[config.mk]
export PLATFORM = sky130hd
export DESIGN_NAME = ast_ctrl
export DESIGN_NICKNAME = d
export VERILOG_FILES = /design/src/ast_pkg.sv /design/src/ast_tmr.sv /design/src/ast_ctrl.sv
export SDC_FILE = /design/constraint.sdc
export NUM_CORES = 1
export LEC_CHECK = 0
export ABC_AREA = 1
export BUFFER_PORTS_ARGS = -buffer_cell sky130_fd_sc_hd__buf_2
export CORE_MARGIN = 4
export CORE_UTILIZATION = 43
export DETAILED_ROUTE_END_ITERATION = 10
export PLACE_DENSITY_LB_ADDON = 0.08
export SYNTH_ARGS = -nofsm -noshare
export SYNTH_HDL_FRONTEND = slang
export SYNTH_SLANG_ARGS = --single-unit
[constraint.sdc]
create_clock -name clk_in -period 1.5 [get_ports clk_in]
set_input_delay 0.3 -clock clk_in [delete_from_list [all_inputs] [get_ports clk_in]]
set_output_delay 0.3 -clock clk_in [all_outputs]
set_load 0.1 [all_outputs]
[src/ast_pkg.sv]
// Purpose: Shared constants for the asynchronous SRAM cycle controller.
// Assumes: 40 MHz controller clock; times held in ns as printed.
// Notes:   Cycle counts are derived from these times in the top module.
package ast_pkg;

  // Controller clock
  localparam int CLK_PERIOD_NS = 25;

  // Default widths
  localparam int ADDR_W_DEF = 17;
  localparam int DATA_W_DEF = 16;
  localparam int CNT_W_DEF  = 4;
  localparam int LANES      = 2;

  // Read timing, faster and slower grade (ns)
  localparam int READ_CYCLE_FAST_NS      = 45;
  localparam int READ_CYCLE_SLOW_NS      = 55;
  localparam int ADDR_ACCESS_FAST_NS     = 45;
  localparam int ADDR_ACCESS_SLOW_NS     = 55;
  localparam int READ_HOLD_NS            = 10;
  localparam int DRIVE_VALID_FAST_NS     = 22;
  localparam int DRIVE_VALID_SLOW_NS     = 25;
  localparam int SELECT_VALID_FAST_NS    = 45;
  localparam int SELECT_VALID_SLOW_NS    = 55;
  localparam int LANE_VALID_FAST_NS      = 45;
  localparam int LANE_VALID_SLOW_NS      = 55;
  localparam int SELECT_FLOAT_FAST_NS    = 18;
  localparam int SELECT_FLOAT_SLOW_NS    = 20;

  // Write timing, faster and slower grade (ns)
  localparam int WRITE_CYCLE_FAST_NS     = 45;
  localparam int WRITE_CYCLE_SLOW_NS     = 55;
  localparam int ADDR_SETUP_END_FAST_NS  = 35;
  localparam int ADDR_SETUP_END_SLOW_NS  = 40;
  localparam int ADDR_SETUP_BEGIN_NS     = 0;
  localparam int ADDR_HOLD_END_NS        = 0;
  localparam int WRITE_PULSE_FAST_NS     = 35;
  localparam int WRITE_PULSE_SLOW_NS     = 40;
  localparam int LANE_LOW_END_FAST_NS    = 35;
  localparam int LANE_LOW_END_SLOW_NS    = 40;
  localparam int WDATA_SETUP_END_NS      = 25;
  localparam int WDATA_HOLD_END_NS       = 0;
  localparam int STROBE_FLOAT_FAST_NS    = 18;
  localparam int STROBE_FLOAT_SLOW_NS    = 20;

  // Retention timing (ns)
  localparam int DESELECT_TO_RET_NS      = 0;
  localparam int RECOVERY_FAST_NS        = 45;
  localparam int RECOVERY_SLOW_NS        = 55;

  // Idle level of every active-low strobe
  localparam logic STROBE_OFF = 1'b1;
  localparam logic STROBE_ON  = 1'b0;

  // Least whole cycles covering a minimum time, never below one
  function automatic int min_cyc(input int ns);
    int c;
    c = (ns + CLK_PERIOD_NS - 1) / CLK_PERIOD_NS;
    return (c < 1) ? 1 : c;
  endfunction : min_cyc

  function automatic int max2(input int a, input int b);
    return (a > b) ? a : b;
  endfunction : max2

  function automatic int pick(input bit fast, input int f, input int s);
    return fast ? f : s;
  endfunction : pick

endpackage : ast_pkg

[src/ast_tmr.sv]
// Purpose: Down counter that times one controller phase.
// Assumes: count_in is at least one when load_in is high.
// Notes:   Loaded with N, expired_out rises in the N-th cycle after load.
module ast_tmr #(
  parameter int CNT_W = ast_pkg::CNT_W_DEF
) (
  // Clock and control
  input  wire logic             clk_in,
  input  wire logic             sys_rst_in,
  input  wire logic             ce_in,
  // Load and status
  input  wire logic             load_in,
  input  wire logic [CNT_W-1:0] count_in,
  output logic                  expired_out
);

  localparam logic [CNT_W-1:0] ONE = {{(CNT_W-1){1'b0}}, 1'b1};

  logic [CNT_W-1:0] cnt;
  logic [CNT_W-1:0] next_cnt;

  always_comb begin
    next_cnt = cnt;
    if (load_in) begin
      next_cnt = count_in;
    end else if (cnt != '0) begin
      next_cnt = cnt - ONE;
    end
  end

  always_ff @(posedge clk_in) begin
    if (sys_rst_in) begin
      cnt <= '0;
    end else if (ce_in) begin
      cnt <= next_cnt;
    end
  end

  // Zero also counts as expired so a stale timer never hangs the caller
  assign expired_out = (cnt <= ONE);

endmodule : ast_tmr

[src/ast_ctrl.sv]
// Purpose: Host controller sequencing an asynchronous 16-bit SRAM.
// Assumes: sram_data_in is synchronous to clk_in; one clock domain.
// Notes:   Output drive stays off during writes to avoid bus fights.
//
// Operation
// Write happens only while strobe, select and a lane are all low.
// Write ends at first strobe release; setup counts to that edge.
// Memory is deselected by high select or both lanes high.
// Lane enables change only together with chip select edges.
// With drive low, write pulse covers data setup plus float time.
// Read data sampled no earlier than the address access delay.
// Previous read data stays driven 10 ns after address change.
// Read data valid within drive-to-valid delay after drive low.
// Read data valid within select delay after select goes low.
// Lane data valid within lane delay after that lane goes low.
// Address stable the address-setup-to-end time before write end.
// Address valid by write start; zero setup suffices.
// Address may change at the write-ending edge.
// Write data stable the data setup time before write end.
// Write data released at the edge ending the write.
// Write lane low for the lane-low-to-end time before write end.
// Memory deselected before retention is granted.
// Joint lane switching leaves outputs floating for 10 ns.
// Every minimum rounds up to whole clocks, never shorter.
module ast_ctrl #(
  parameter int ADDR_W     = ast_pkg::ADDR_W_DEF,
  parameter int DATA_W     = ast_pkg::DATA_W_DEF,
  parameter int CNT_W      = ast_pkg::CNT_W_DEF,
  parameter bit FAST_GRADE = 1'b1
) (
  // Clock, reset, enable
  input  wire logic                     clk_in,
  input  wire logic                     sys_rst_in,
  input  wire logic                     ce_in,
  // User request
  input  wire logic                     req_in,
  input  wire logic                     req_write_in,
  input  wire logic [ADDR_W-1:0]        req_addr_in,
  input  wire logic [DATA_W-1:0]        req_wdata_in,
  input  wire logic [ast_pkg::LANES-1:0] req_lanes_in,
  output logic                          ready_out,
  // User answer
  output logic [DATA_W-1:0]             rdata_out,
  output logic                          rvalid_out,
  output logic                          wdone_out,
  // Retention handshake
  input  wire logic                     sleep_req_in,
  output logic                          retention_ok_out,
  // Memory pins
  output logic [ADDR_W-1:0]             sram_addr_out,
  output logic                          chip_select_n_out,
  output logic                          write_strobe_n_out,
  output logic                          output_drive_n_out,
  output logic                          upper_byte_enable_n_out,
  output logic                          lower_byte_enable_n_out,
  output logic [DATA_W-1:0]             sram_data_out,
  output logic                          sram_data_oe_out,
  input  wire logic [DATA_W-1:0]        sram_data_in
);

  // Grade-specific times
  localparam bit G = FAST_GRADE;
  localparam int RD_CYCLE_NS = ast_pkg::pick(G,
    ast_pkg::READ_CYCLE_FAST_NS, ast_pkg::READ_CYCLE_SLOW_NS);
  localparam int ACCESS_NS = ast_pkg::max2(
    ast_pkg::max2(
      ast_pkg::pick(G, ast_pkg::ADDR_ACCESS_FAST_NS,
                       ast_pkg::ADDR_ACCESS_SLOW_NS),
      ast_pkg::pick(G, ast_pkg::SELECT_VALID_FAST_NS,
                       ast_pkg::SELECT_VALID_SLOW_NS)),
    ast_pkg::max2(
      ast_pkg::pick(G, ast_pkg::LANE_VALID_FAST_NS,
                       ast_pkg::LANE_VALID_SLOW_NS),
      ast_pkg::pick(G, ast_pkg::DRIVE_VALID_FAST_NS,
                       ast_pkg::DRIVE_VALID_SLOW_NS)));
  localparam int FLOAT_NS = ast_pkg::pick(G,
    ast_pkg::SELECT_FLOAT_FAST_NS, ast_pkg::SELECT_FLOAT_SLOW_NS);
  localparam int WR_CYCLE_NS = ast_pkg::pick(G,
    ast_pkg::WRITE_CYCLE_FAST_NS, ast_pkg::WRITE_CYCLE_SLOW_NS);
  localparam int PULSE_NS = ast_pkg::max2(
    ast_pkg::max2(
      ast_pkg::pick(G, ast_pkg::WRITE_PULSE_FAST_NS,
                       ast_pkg::WRITE_PULSE_SLOW_NS),
      ast_pkg::pick(G, ast_pkg::ADDR_SETUP_END_FAST_NS,
                       ast_pkg::ADDR_SETUP_END_SLOW_NS)),
    ast_pkg::max2(
      ast_pkg::pick(G, ast_pkg::LANE_LOW_END_FAST_NS,
                       ast_pkg::LANE_LOW_END_SLOW_NS),
      ast_pkg::WDATA_SETUP_END_NS + ast_pkg::pick(G,
        ast_pkg::STROBE_FLOAT_FAST_NS, ast_pkg::STROBE_FLOAT_SLOW_NS)));
  localparam int RECOV_NS = ast_pkg::pick(G,
    ast_pkg::RECOVERY_FAST_NS, ast_pkg::RECOVERY_SLOW_NS);

  // rounded cycle counts
  localparam int READ_INT  = ast_pkg::min_cyc(
    ast_pkg::max2(ACCESS_NS, RD_CYCLE_NS));
  localparam int PULSE_INT = ast_pkg::min_cyc(PULSE_NS);
  localparam int WCYC_INT  = ast_pkg::min_cyc(WR_CYCLE_NS);
  localparam int WGAP_INT  = (WCYC_INT > PULSE_INT) ?
                             (WCYC_INT - PULSE_INT) : 0;
  localparam int TURN_INT  = ast_pkg::min_cyc(FLOAT_NS);
  localparam int RET_INT   = ast_pkg::min_cyc(ast_pkg::DESELECT_TO_RET_NS);
  localparam int RECOV_INT = ast_pkg::min_cyc(RECOV_NS);

  localparam logic [CNT_W-1:0] READ_CNT  = CNT_W'(READ_INT);
  localparam logic [CNT_W-1:0] PULSE_CNT = CNT_W'(PULSE_INT);
  localparam logic [CNT_W-1:0] WGAP_CNT  = CNT_W'(WGAP_INT);
  localparam logic [CNT_W-1:0] TURN_CNT  = CNT_W'(TURN_INT);
  localparam logic [CNT_W-1:0] RET_CNT   = CNT_W'(RET_INT);
  localparam logic [CNT_W-1:0] RECOV_CNT = CNT_W'(RECOV_INT);

  typedef enum logic [2:0] {
    ST_IDLE,
    ST_READ,
    ST_WRITE,
    ST_GAP,
    ST_DESEL,
    ST_RETAIN
  } ast_state_e;

  // State and registered pins
  ast_state_e          state;
  ast_state_e          next_state;
  logic [ADDR_W-1:0]   addr;
  logic [ADDR_W-1:0]   next_addr;
  logic                cs_n;
  logic                next_cs_n;
  logic                we_n;
  logic                next_we_n;
  logic                oe_n;
  logic                next_oe_n;
  logic                ube_n;
  logic                next_ube_n;
  logic                lbe_n;
  logic                next_lbe_n;
  logic [DATA_W-1:0]   wdata;
  logic [DATA_W-1:0]   next_wdata;
  logic                wdata_oe;
  logic                next_wdata_oe;
  logic [DATA_W-1:0]   rdata;
  logic [DATA_W-1:0]   next_rdata;
  logic                rvalid;
  logic                next_rvalid;
  logic                wdone;
  logic                next_wdone;
  logic                ready;
  logic                next_ready;
  logic                ret_ok;
  logic                next_ret_ok;
  logic                tmr_load;
  logic [CNT_W-1:0]    tmr_count;
  logic                tmr_expired;

  ast_tmr #(
    .CNT_W (CNT_W)
  ) u_tmr (
    .clk_in      (clk_in),
    .sys_rst_in  (sys_rst_in),
    .ce_in       (ce_in),
    .load_in     (tmr_load),
    .count_in    (tmr_count),
    .expired_out (tmr_expired)
  );

  always_comb begin
    next_state    = state;
    next_addr     = addr;
    next_cs_n     = cs_n;
    next_we_n     = we_n;
    next_oe_n     = oe_n;
    next_ube_n    = ube_n;
    next_lbe_n    = lbe_n;
    next_wdata    = wdata;
    next_wdata_oe = wdata_oe;
    next_rdata    = rdata;
    next_rvalid   = 1'b0;
    next_wdone    = 1'b0;
    next_ret_ok   = ret_ok;
    tmr_load      = 1'b0;
    tmr_count     = '0;
    unique case (state)
      ST_IDLE: begin
        if (sleep_req_in) begin
          // deselect first
          next_cs_n  = ast_pkg::STROBE_OFF;
          next_ube_n = ast_pkg::STROBE_OFF;
          next_lbe_n = ast_pkg::STROBE_OFF;
          tmr_load   = 1'b1;
          tmr_count  = RET_CNT;
          next_state = ST_DESEL;
        end else if (req_in) begin
          // address with select
          next_addr  = req_addr_in;
          next_cs_n  = ast_pkg::STROBE_ON;
          // lanes move with select
          next_ube_n = ~req_lanes_in[1];
          next_lbe_n = ~req_lanes_in[0];
          if (req_write_in) begin
            // write strobe, select and requested lanes low together
            next_we_n     = ast_pkg::STROBE_ON;
            next_wdata    = req_wdata_in;
            next_wdata_oe = 1'b1;
            tmr_load      = 1'b1;
            // pulse covers setup and float
            tmr_count     = PULSE_CNT;
            next_state    = ST_WRITE;
          end else begin
            next_oe_n  = ast_pkg::STROBE_ON;
            tmr_load   = 1'b1;
            tmr_count  = READ_CNT;
            next_state = ST_READ;
          end
        end
      end
      ST_READ: begin
        // sample after access delay
        // drive delay is covered too
        // select delay is covered too
        // lane delay is covered too
        if (tmr_expired) begin
          next_rdata  = sram_data_in;
          next_rvalid = 1'b1;
          // deselect ends the read
          next_cs_n   = ast_pkg::STROBE_OFF;
          next_oe_n   = ast_pkg::STROBE_OFF;
          next_ube_n  = ast_pkg::STROBE_OFF;
          next_lbe_n  = ast_pkg::STROBE_OFF;
          // Let the memory float before anyone drives the bus again
          tmr_load    = 1'b1;
          tmr_count   = TURN_CNT;
          next_state  = ST_GAP;
        end
      end
      ST_WRITE: begin
        // address held through pulse
        // data held through pulse
        // lane low through pulse
        if (tmr_expired) begin
          // all strobes end on one edge
          next_we_n     = ast_pkg::STROBE_OFF;
          next_cs_n     = ast_pkg::STROBE_OFF;
          next_ube_n    = ast_pkg::STROBE_OFF;
          next_lbe_n    = ast_pkg::STROBE_OFF;
          // release data at end
          next_wdata_oe = 1'b0;
          next_wdone    = 1'b1;
          if (WGAP_CNT != '0) begin
            tmr_load   = 1'b1;
            tmr_count  = WGAP_CNT;
            next_state = ST_GAP;
          end else begin
            next_state = ST_IDLE;
          end
        end
      end
      ST_GAP: begin
        if (tmr_expired) begin
          next_state = ST_IDLE;
        end
      end
      ST_DESEL: begin
        // grant only when deselected
        if (tmr_expired) begin
          next_ret_ok = 1'b1;
          next_state  = ST_RETAIN;
        end
      end
      ST_RETAIN: begin
        if (!sleep_req_in) begin
          // Supply may still be ramping; wait the recovery time
          next_ret_ok = 1'b0;
          tmr_load    = 1'b1;
          tmr_count   = RECOV_CNT;
          next_state  = ST_GAP;
        end
      end
    endcase
    next_ready = (next_state == ST_IDLE) && !sleep_req_in;
  end

  always_ff @(posedge clk_in) begin
    if (sys_rst_in) begin
      state    <= ST_IDLE;
      addr     <= '0;
      cs_n     <= ast_pkg::STROBE_OFF;
      we_n     <= ast_pkg::STROBE_OFF;
      oe_n     <= ast_pkg::STROBE_OFF;
      ube_n    <= ast_pkg::STROBE_OFF;
      lbe_n    <= ast_pkg::STROBE_OFF;
      wdata    <= '0;
      wdata_oe <= 1'b0;
      rdata    <= '0;
      rvalid   <= 1'b0;
      wdone    <= 1'b0;
      ready    <= 1'b0;
      ret_ok   <= 1'b0;
    end else if (ce_in) begin
      state    <= next_state;
      addr     <= next_addr;
      cs_n     <= next_cs_n;
      we_n     <= next_we_n;
      oe_n     <= next_oe_n;
      ube_n    <= next_ube_n;
      lbe_n    <= next_lbe_n;
      wdata    <= next_wdata;
      wdata_oe <= next_wdata_oe;
      rdata    <= next_rdata;
      rvalid   <= next_rvalid;
      wdone    <= next_wdone;
      ready    <= next_ready;
      ret_ok   <= next_ret_ok;
    end
  end

  // address may move at end edge
  assign sram_addr_out           = addr;
  assign chip_select_n_out       = cs_n;
  assign write_strobe_n_out      = we_n;
  assign output_drive_n_out      = oe_n;
  assign upper_byte_enable_n_out = ube_n;
  assign lower_byte_enable_n_out = lbe_n;
  assign sram_data_out           = wdata;
  assign sram_data_oe_out        = wdata_oe;
  assign rdata_out               = rdata;
  assign rvalid_out              = rvalid;
  assign wdone_out               = wdone;
  assign ready_out               = ready;
  assign retention_ok_out        = ret_ok;

endmodule : ast_ctrl

# [After elaboration in Yosys (flattened, before gate mapping)]
# Cells that the tools add are included.
[word_totals] ff_bits=66 inputBits=57 elab_cells=102
[op_classes] add_sub_neg=1 magnitude_cmp=1 eq_ne=15 n_mux=47 n_bitwise=3 n_reduce_logical=20
[op_table] op="1-bit 2-to-1 mux" count=25
[op_table] op="3-bit 2-to-1 mux" count=6
[op_table] op="2-bit inequality test (second input constant)" count=8
[op_table] op="3-bit one-hot mux with 5 select lines" count=1
[op_table] op="1-bit one-hot mux with 2 select lines" count=7
[op_table] op="4-bit AND reduction" count=3
[op_table] op="6-bit AND reduction" count=2
[op_table] op="2-bit nonzero test" count=5
[op_table] op="2-bit 2-to-1 mux" count=4
[op_table] op="4-bit 2-to-1 mux" count=2
[op_table] op="3-bit by 2-bit == test with 1-bit output (second input constant)" count=2
[op_table] op="3-bit == test (second input constant)" count=2
[op_table] op="3-bit zero test" count=2
[op_table] op="2-bit one-hot mux with 3 select lines" count=1
[op_table] op="5-bit AND reduction" count=1
[op_table] op="4-bit by 1-bit <= comparator with 1-bit output (second input constant)" count=1
[op_table] op="4-bit nonzero test" count=1
[op_table] op="2-bit OR reduction" count=2
[op_table] op="4-bit by 1-bit subtractor with 4-bit output (second input constant)" count=1
[op_table] op="3-bit by 1-bit == test with 1-bit output (second input constant)" count=1
[op_table] op="3-bit inequality test (second input constant)" count=1
[op_table] op="1-bit NOT" count=3
[op_table] op="1-bit one-hot mux with 3 select lines" count=1
[op_table] op="3-bit AND reduction" count=1
[op_table] op="other kinds (4)" count=4

# [Logic depth before layout (Yosys ltp)]
# Gate-level depths: netlist of run 1.
[logic_depth] word_depth=6 ltp_mapped=12 ltp_nobuf=12

# [By module]
# Synthesis of run 1 repeated with hierarchy kept, for this count alone.
[hier_totals] hier_cells=375 hier_area_um2=2766.4
[modules_own_cells] module="ast_ctrl" n_inst=1 cells_each=335 area_per_inst_um2=2488.6 seq_area_each_um2=1241.2
[modules_own_cells] module="ast_tmr" n_inst=1 cells_each=40 area_per_inst_um2=277.8 seq_area_each_um2=80.1

# [Least setup slack after synthesis of run 1]
# No wires, ideal clock.
[synth_path] path_type="register to register" startpoint="register u_tmr.cnt[0]" endpoint="register rdata[10] (netlist: rdata_out[10])" arrival_time_ps=1483 slack_ps=-99 stages_incl_launch_ff=12 path_buffers=1 cell_sequence="dfxtp_1 > inv_1 > ha_1 > nor2_1 > nor2_1 > nand2_1 > inv_1 > nand2_1 > inv_2 > buf_4 > nor2_1 > nor2_1"
[synth_between] elab_chain_cells=2
[synth_lines] element="start, declared" line="ast_tmr.sv:19" rtl="logic [CNT_W-1:0] cnt;"
[synth_lines] element="start signal, assigned" line="ast_tmr.sv:35" rtl="cnt <= next_cnt;"
[synth_lines] element="4-bit by 1-bit <= comparator with 1-bit output" line="ast_tmr.sv:40" rtl="assign expired_out = (cnt <= ONE);"
[synth_lines] element="3-bit AND reduction (no source line)"
[synth_lines] element="end signal, assigned" line="ast_ctrl.sv:307" rtl="rdata <= next_rdata;"
[synth_lines] element="end, declared" line="ast_ctrl.sv:140" rtl="logic [DATA_W-1:0] rdata;"
# No other way between the ends.
# A chain may end at the register's enable or synchronous reset.

# [Final worst setup path of run 1]
[layout_path] startpoint="register u_tmr.cnt[0]" endpoint="register u_tmr.cnt[1]"
[layout_between] elab_chain_cells=5
[layout_lines] element="4-bit by 1-bit <= comparator with 1-bit output" line="ast_tmr.sv:40"
[layout_lines] element="1-bit 2-to-1 mux" line="ast_ctrl.sv:220" rtl="if (tmr_expired) begin"
[layout_lines] element="1-bit one-hot mux with 3 select lines" line="ast_ctrl.sv:181" rtl="unique case (state)"
[layout_lines] element="2-bit nonzero test (no source line)"
[layout_lines] element="2-bit AND reduction (no source line)"
# Several ways; a longest one is shown, not always the timed one. The select of a mux whose other input is x is not followed.

==> results of run 1 <==
## cell families after synthesis
family          share of synthesized area (%)
compound gates                          14.61
xor+xnor                               0.6411
buf+inv                                 6.913
flops                                   48.35
simple gates                            28.11
fa+ha+maj                               1.374
## worst max-delay path, stage by stage (launching register included)
cell,delay (ns)
dfxtp_4,0.38
inv_4,0.04
ha_4,0.15
nor2_1,0.08
nor2_1,0.05
nand2_1,0.09
buf_6,0.12
nand4_1,0.13
nand2_2,0.17
inv_2,0.05
nand2_1,0.05
nand2_1,0.05
nor2_1,0.09
## per-stage QoR
| step | worst slack [ns] | util, % | cell area, um^2 | total power (W) | hold WS, ns |
|---|---|---|---|---|---|
| 6_report | -0.02896 | 65.41 | 3941 | 0.005336 | 0.1870 |
| 2_1_floorplan | -0.02705 | - | 2783 | 0.003169 | 0.4349 |
| 3_3_place_gp | -0.0008449 | 59.59 | 3591 | 0.003578 | 0.4392 |
| 4_1_cts | -0.04362 | 64.00 | 3856 | 0.005301 | 0.1737 |
| 5_1_grt | -0.1480 | 65.41 | 3941 | 0.005605 | 0.1840 |
| 3_5_place_dp | -0.06337 | 59.59 | 3591 | 0.003590 | 0.4471 |
## worst min-delay path by stage
stage / end / slack (ns) / from / cells after the start
after global routing: sram_addr_out[15] / 0.18 / req_addr_in[15] / 3
after global placement: sram_data_oe_out / 0.44 / sram_data_oe_out / 2
final: sram_addr_out[9] / 0.19 / req_addr_in[9] / 3
after CTS: sram_addr_out[9] / 0.17 / req_addr_in[9] / 3
after floorplan: sram_addr_out[0] / 0.43 / req_addr_in[0] / 2
after detailed placement: sram_data_oe_out / 0.45 / sram_data_oe_out / 2
## synthesized netlist by cell type, drive strengths merged
cell type  number
nor2          117
and3            1
clkinv          1
inv            25
or2             2
clkbuf         10
o31ai           1
xnor2           1
xor2            1
nor3            2
nor4            1
a221oi          1
a21oi          12
nand4           2
nand3          13
o21ai          60
buf             5
ha              3
nand3b          1
nand2          47
dfxtp          66
o211ai          3
## report_power, final
part / internal (W) / switching, W
Sequential: 0.00188 / 0.0000831
Clock: 0.000984 / 0.000692
Combinational: 0.000498 / 0.00120
## repair_timing
item                                    in CTS  in global routing
cloned                                       0                  1
endpoints found under the setup margin      38                 62
pin swaps                                    1                  9
resized for setup                            7                 27
setup buffers                                2                  2
## layer usage
metal | track usage (%) | vias to the layer above
met3 | 5.738 | 9
li1 | - | 1499
met5 | 0 | -
met4 | 6.974 | 0
met1 | 23.18 | 1320
met2 | 32.47 | 92
## sequential cells by signal, summed over array words and instances (netlist names), 3 cells and up
signal / cells
rdata_out: 16
sram_addr_out: 17
sram_data_out: 16
state: 3
u_tmr.cnt: 4
## cell type report
cell class,count,area share (%)
Clock buffer,10,3.492
Clock inverter,6,2.286
Inverter,26,2.984
Multi-Input combinational cell,269,33.43
Sequential cell,66,33.71
Tap cell,75,2.381
Timing Repair Buffer,147,21.71
==> results_dict.tcl, run 1 <==
set metrics [dict create \
    outcome "finished with violations" \
    violations "setup timing" \
    power.leakage_nw 1.998 \
    reg2reg_depth 12 \
    place_hpwl_um 5291 \
    final_cell_mix "115 x buf_2, 112 x nor2_1, 62 x dfxtp_1" \
    ir_drop_mv 0.7712 \
    drv_cap 0 \
    cts_tree "built" \
    syn_avg_cell_area_um2 7.287 \
    ys_warn_count 0 \
    path_class "register to register" \
    synth_area_leaders "dfxtp_1 48%, nor2_1 16%, o21ai_0 11%" \
    cp.arrival_ns 1.79 \
    syn_area_um2 2733 \
    totalWireLength_um 7568 \
    fin_tns_setup_ns -0.05298 \
    slew_headroom_pct 66.41 \
    avgRoutedWirePerCell_um 12.63 \
    nFillCells 576 \
    viasPerCell 4.875 \
    coreArea_um2 6026 \
    insertion_delay_ns 0.33 \
    dieWidth_um 87.72 \
    crit_path_start_kind "register" \
    final_hold_viol_count 0 \
    yosys_register_bits 66 \
    antennaDiodeCount 0 \
    antenna_found_initial 0 \
    grt_pass1_vias 2723 \
    synth_area_leader_cell "dfxtp_1" \
    power_density_nw_per_um2 1354 \
    cp_max_fo 5 \
    max_freq_mhz 654.0 \
    dr.pass1.iters 4 \
    fin_crit_sh_pct 101.9 \
    cts_buffer_depth 2 \
    syn-num-nets 435 \
    track_usage_pct 19.24 \
    highest_layer "met4" \
    fin_skew_ns 0.004494 \
    grt_pass1_wl_um 11840 \
    h-tree-depth 3 \
    syn2layout_area_growth_pct 44.23 \
    worstHoldPathType "input pin to register" \
    crit_path_end_kind "register" \
    rsz0062_at_grt "true" \
    ios 116 \
    synth_top_area_share_pct 48.35 \
    period_minus_slack_ns 1.529 \
    portBuffers 115 \
    final_common_cell "buf_2" \
    initial_core_util_pct 45.35 \
    root_buffer "clkbuf_8" \
    wl_met3_um 616 \
    drc 0 \
    wl_met1_um 3320 \
    cts_made_buffers 9 \
    r2r_start "u_tmr.cnt[0]" \
    layout-drive-gt1-share_pct 38.17 \
    rows 28 \
    worst_slack_ns -0.02896 \
    grt_max_degree 47 \
    synth.distinct_cells 30 \
    setup_violations 4 \
    rrSetupSlack_ns -0.03 \
    cp-startpoint "u_tmr.cnt[0]" \
    cp.required_ns 1.77 \
    die_area_um2 7694 \
    r2r-end "u_tmr.cnt[1]" \
    cts.sink_count 66 \
    dp_cells 578 \
    place.gp.congestion 0.8603 \
    nets 579 \
    clkSlewWorstSetupHoldPaths_ns 0.07 \
    ant_nets 0 \
    die_y_um 87.72 \
    netlist_instances 375 \
    slew_viol_final 0 \
    num_vias 2920 \
    drt_iter0_markers 166 \
    overflow 0 \
    wl_met2_um 3530 \
    seq_area_frac_synth_pct 48.35 \
    multi_input_comb_area_um2 1318 \
    final_cells 599 \
    tightestPinTransition_ns 0.5074 \
    seqCellArea_um2 1329 \
    hold_buffers 0 \
    endpoint "u_tmr.cnt[1]" \
]
Power figures use the tool's default switching activity.
==> run 2, diff against run 1 <==
==> constraint.sdc (replaced) <==
create_clock -name clk_in -period 1.5 [get_ports clk_in]
set_input_delay 0.3 -clock clk_in [delete_from_list [all_inputs] [get_ports clk_in]]
set_output_delay 0.3 -clock clk_in [all_outputs]
set_load 0.05 [all_outputs]
==> run 2 against run 1 <==
Effect of this change:
- the run now ends clean
- total power down 9.2%
- clock skew up 0.0025 ns
- global-route usage down 0.34 points
- via count down 2.7%
- first-iteration DRC count down 36%
- setup slack better by 0.064 ns
- critical endpoint is now sram_data_oe_out
- largest cell class unchanged
- highest routed layer unchanged
==> results_dict.tcl, run 2 (synthesis gave the netlist of run 1 again) <==
set metrics [dict create \
    avgRoutedWirePerCell_um 12.11 \
    num_vias 2840 \
    r2r-end "sram_data_oe_out" \
    post-place-ws_ns -0.07222 \
    rsz0062_at_grt "true" \
    hold-path-cell-count 3 \
    layout-drive-gt1-share_pct 37.57 \
    final_cells 594 \
    seq_power_share_pct 40.5 \
    nFillCells 592 \
    dp_cells 574 \
    power.leakage_nw 1.953 \
    fin_crit_sh_pct 97.68 \
    tightestPinTransition_ns 0.3198 \
    min_to "sram_addr_out[6]" \
    cp_max_fo 4 \
    totalWireLength_um 7192 \
    power.internal_w 0.003223 \
    place_area_um2 3546 \
    crit_path_start_kind "register" \
    min_from "req_addr_in[6]" \
    grt_pass1_vias 2656 \
    final_common_cell "buf_2" \
    cp.arrival_ns 1.69 \
    power_density_nw_per_um2 1257 \
    die_y_um 87.72 \
    grt_max_degree 34 \
    drv_cap 0 \
    fin_skew_ns 0.007015 \
    overflow 0 \
    rrSetupSlack_ns 0.03 \
    combPwrFrac_pct 27.4 \
    period_minus_slack_ns 1.465 \
    max_freq_mhz 682.5 \
    setup_violations 0 \
    slew_headroom_pct 78.52 \
    place_hpwl_um 5237 \
    drt_iter0_markers 106 \
    die_area_um2 7694 \
    cp-startpoint "u_tmr.cnt[1]" \
    reg2reg_depth 9 \
    final_hold_viol_count 0 \
    multi_input_comb_area_um2 1299 \
    h-tree-depth 3 \
    ios 116 \
    r2r_start "u_tmr.cnt[1]" \
    place.gp.congestion 0.8392 \
    p_switching_w 0.001623 \
    fin_area_um2 3854 \
    largest_reg_flops 17 \
    drc 0 \
    slew_viol_final 0 \
    cts_buffer_depth 2 \
    p_sw_share_pct 33.49 \
    ir_drop_mv 0.7125 \
    power_frac_clock_pct 32.2 \
    track_usage_pct 18.90 \
    cp.required_ns 1.73 \
    initial_core_util_pct 45.35 \
    antenna_found_initial 0 \
    cts_tree "built" \
    crit_path_end_kind "register" \
    root_buffer "clkbuf_8" \
    coreArea_um2 6026 \
    cts_made_buffers 9 \
    portBuffers 115 \
    rows 28 \
    grt_pass1_wl_um 11630 \
    ant_nets 0 \
    cts.sink_count 66 \
    worst_slack_ns 0.03477 \
    seqCellArea_um2 1329 \
    antennaDiodeCount 0 \
    finalPower_w 0.004846 \
    clkSlewWorstSetupHoldPaths_ns 0.07 \
    dr.pass1.iters 4 \
    syn2layout_area_growth_pct 41.03 \
    path_class "register to register" \
    viasPerCell 4.781 \
    final_cell_mix "115 x buf_2, 114 x nor2_1, 62 x dfxtp_1" \
    dieWidth_um 87.72 \
    worstHoldPathType "input pin to register" \
    insertion_delay_ns 0.33 \
    nets 574 \
    outcome "complete, no violations" \
]
==> run 2: power groups by stage <==
stage / Sequential (W) / Clock [W] / Combinational (W)
floorplan: 0.00229 / 0 / 0.000544
global placement: 0.00199 / 0 / 0.00123
detailed placement: 0.00199 / 0 / 0.00123
CTS: 0.00196 / 0.00161 / 0.00126
global route: 0.00198 / 0.00168 / 0.00144
finish: 0.00196 / 0.00156 / 0.00133
==> run 2: worst max-delay path, cell delays in order (launching register included) <==
cell and delay [ns]:
dfxtp_2 0.34, inv_4 0.08, ha_4 0.15, inv_2 0.04
nand2_2 0.06, nand2_2 0.06, or2_2 0.29, or2_4 0.24
nand2_1 0.06, a21oi_1 0.04
==> run 2: through the flow <==
step / setup TNS (ns) / hold WS, ns / utilization [%]
floorplan: -0.2622 / 0.4349 / -
global placement: -0.2440 / 0.4426 / 58.85
detailed placement: -0.7047 / 0.4462 / 58.85
CTS: 0 / 0.1718 / 63.08
global route: -0.4204 / 0.1747 / 63.95
finish: 0 / 0.1865 / 63.95
==> run 2: layout make-up <==
class	count	share of cell area, %
Timing Repair Buffer	143	20.91
Inverter	26	2.987
Clock buffer	11	3.929
Multi-Input combinational cell	268	33.70
Clock inverter	5	1.558
Tap cell	75	2.435
Sequential cell	66	34.48
==> run 2: worst max path at each step <==
stage	cells past startpoint	endpoint
6_report	9	sram_data_oe_out
5_1_grt	10	write_strobe_n_out
4_1_cts	10	rdata_out[14]
3_5_place_dp	10	retention_ok_out
3_3_place_gp	9	sram_data_oe_out
2_1_floorplan	8	sram_data_out[0]
==> run 2: per-layer routing <==
metal	part of all wire (%)	track usage, %	vias to the layer above
li1	-	-	1478
met1	42	22.74	1258
met2	48	31.78	94
met3	8.9	5.644	10
met4	1.4	7.113	0
met5	0	0	-
==> run 2: what timing repair did <==
action	in CTS	in global routing
endpoints found under the setup margin	40	58
buffers inserted	3	1
hold buffers	0	0
gates resized for setup	10	32
pin swaps	1	8
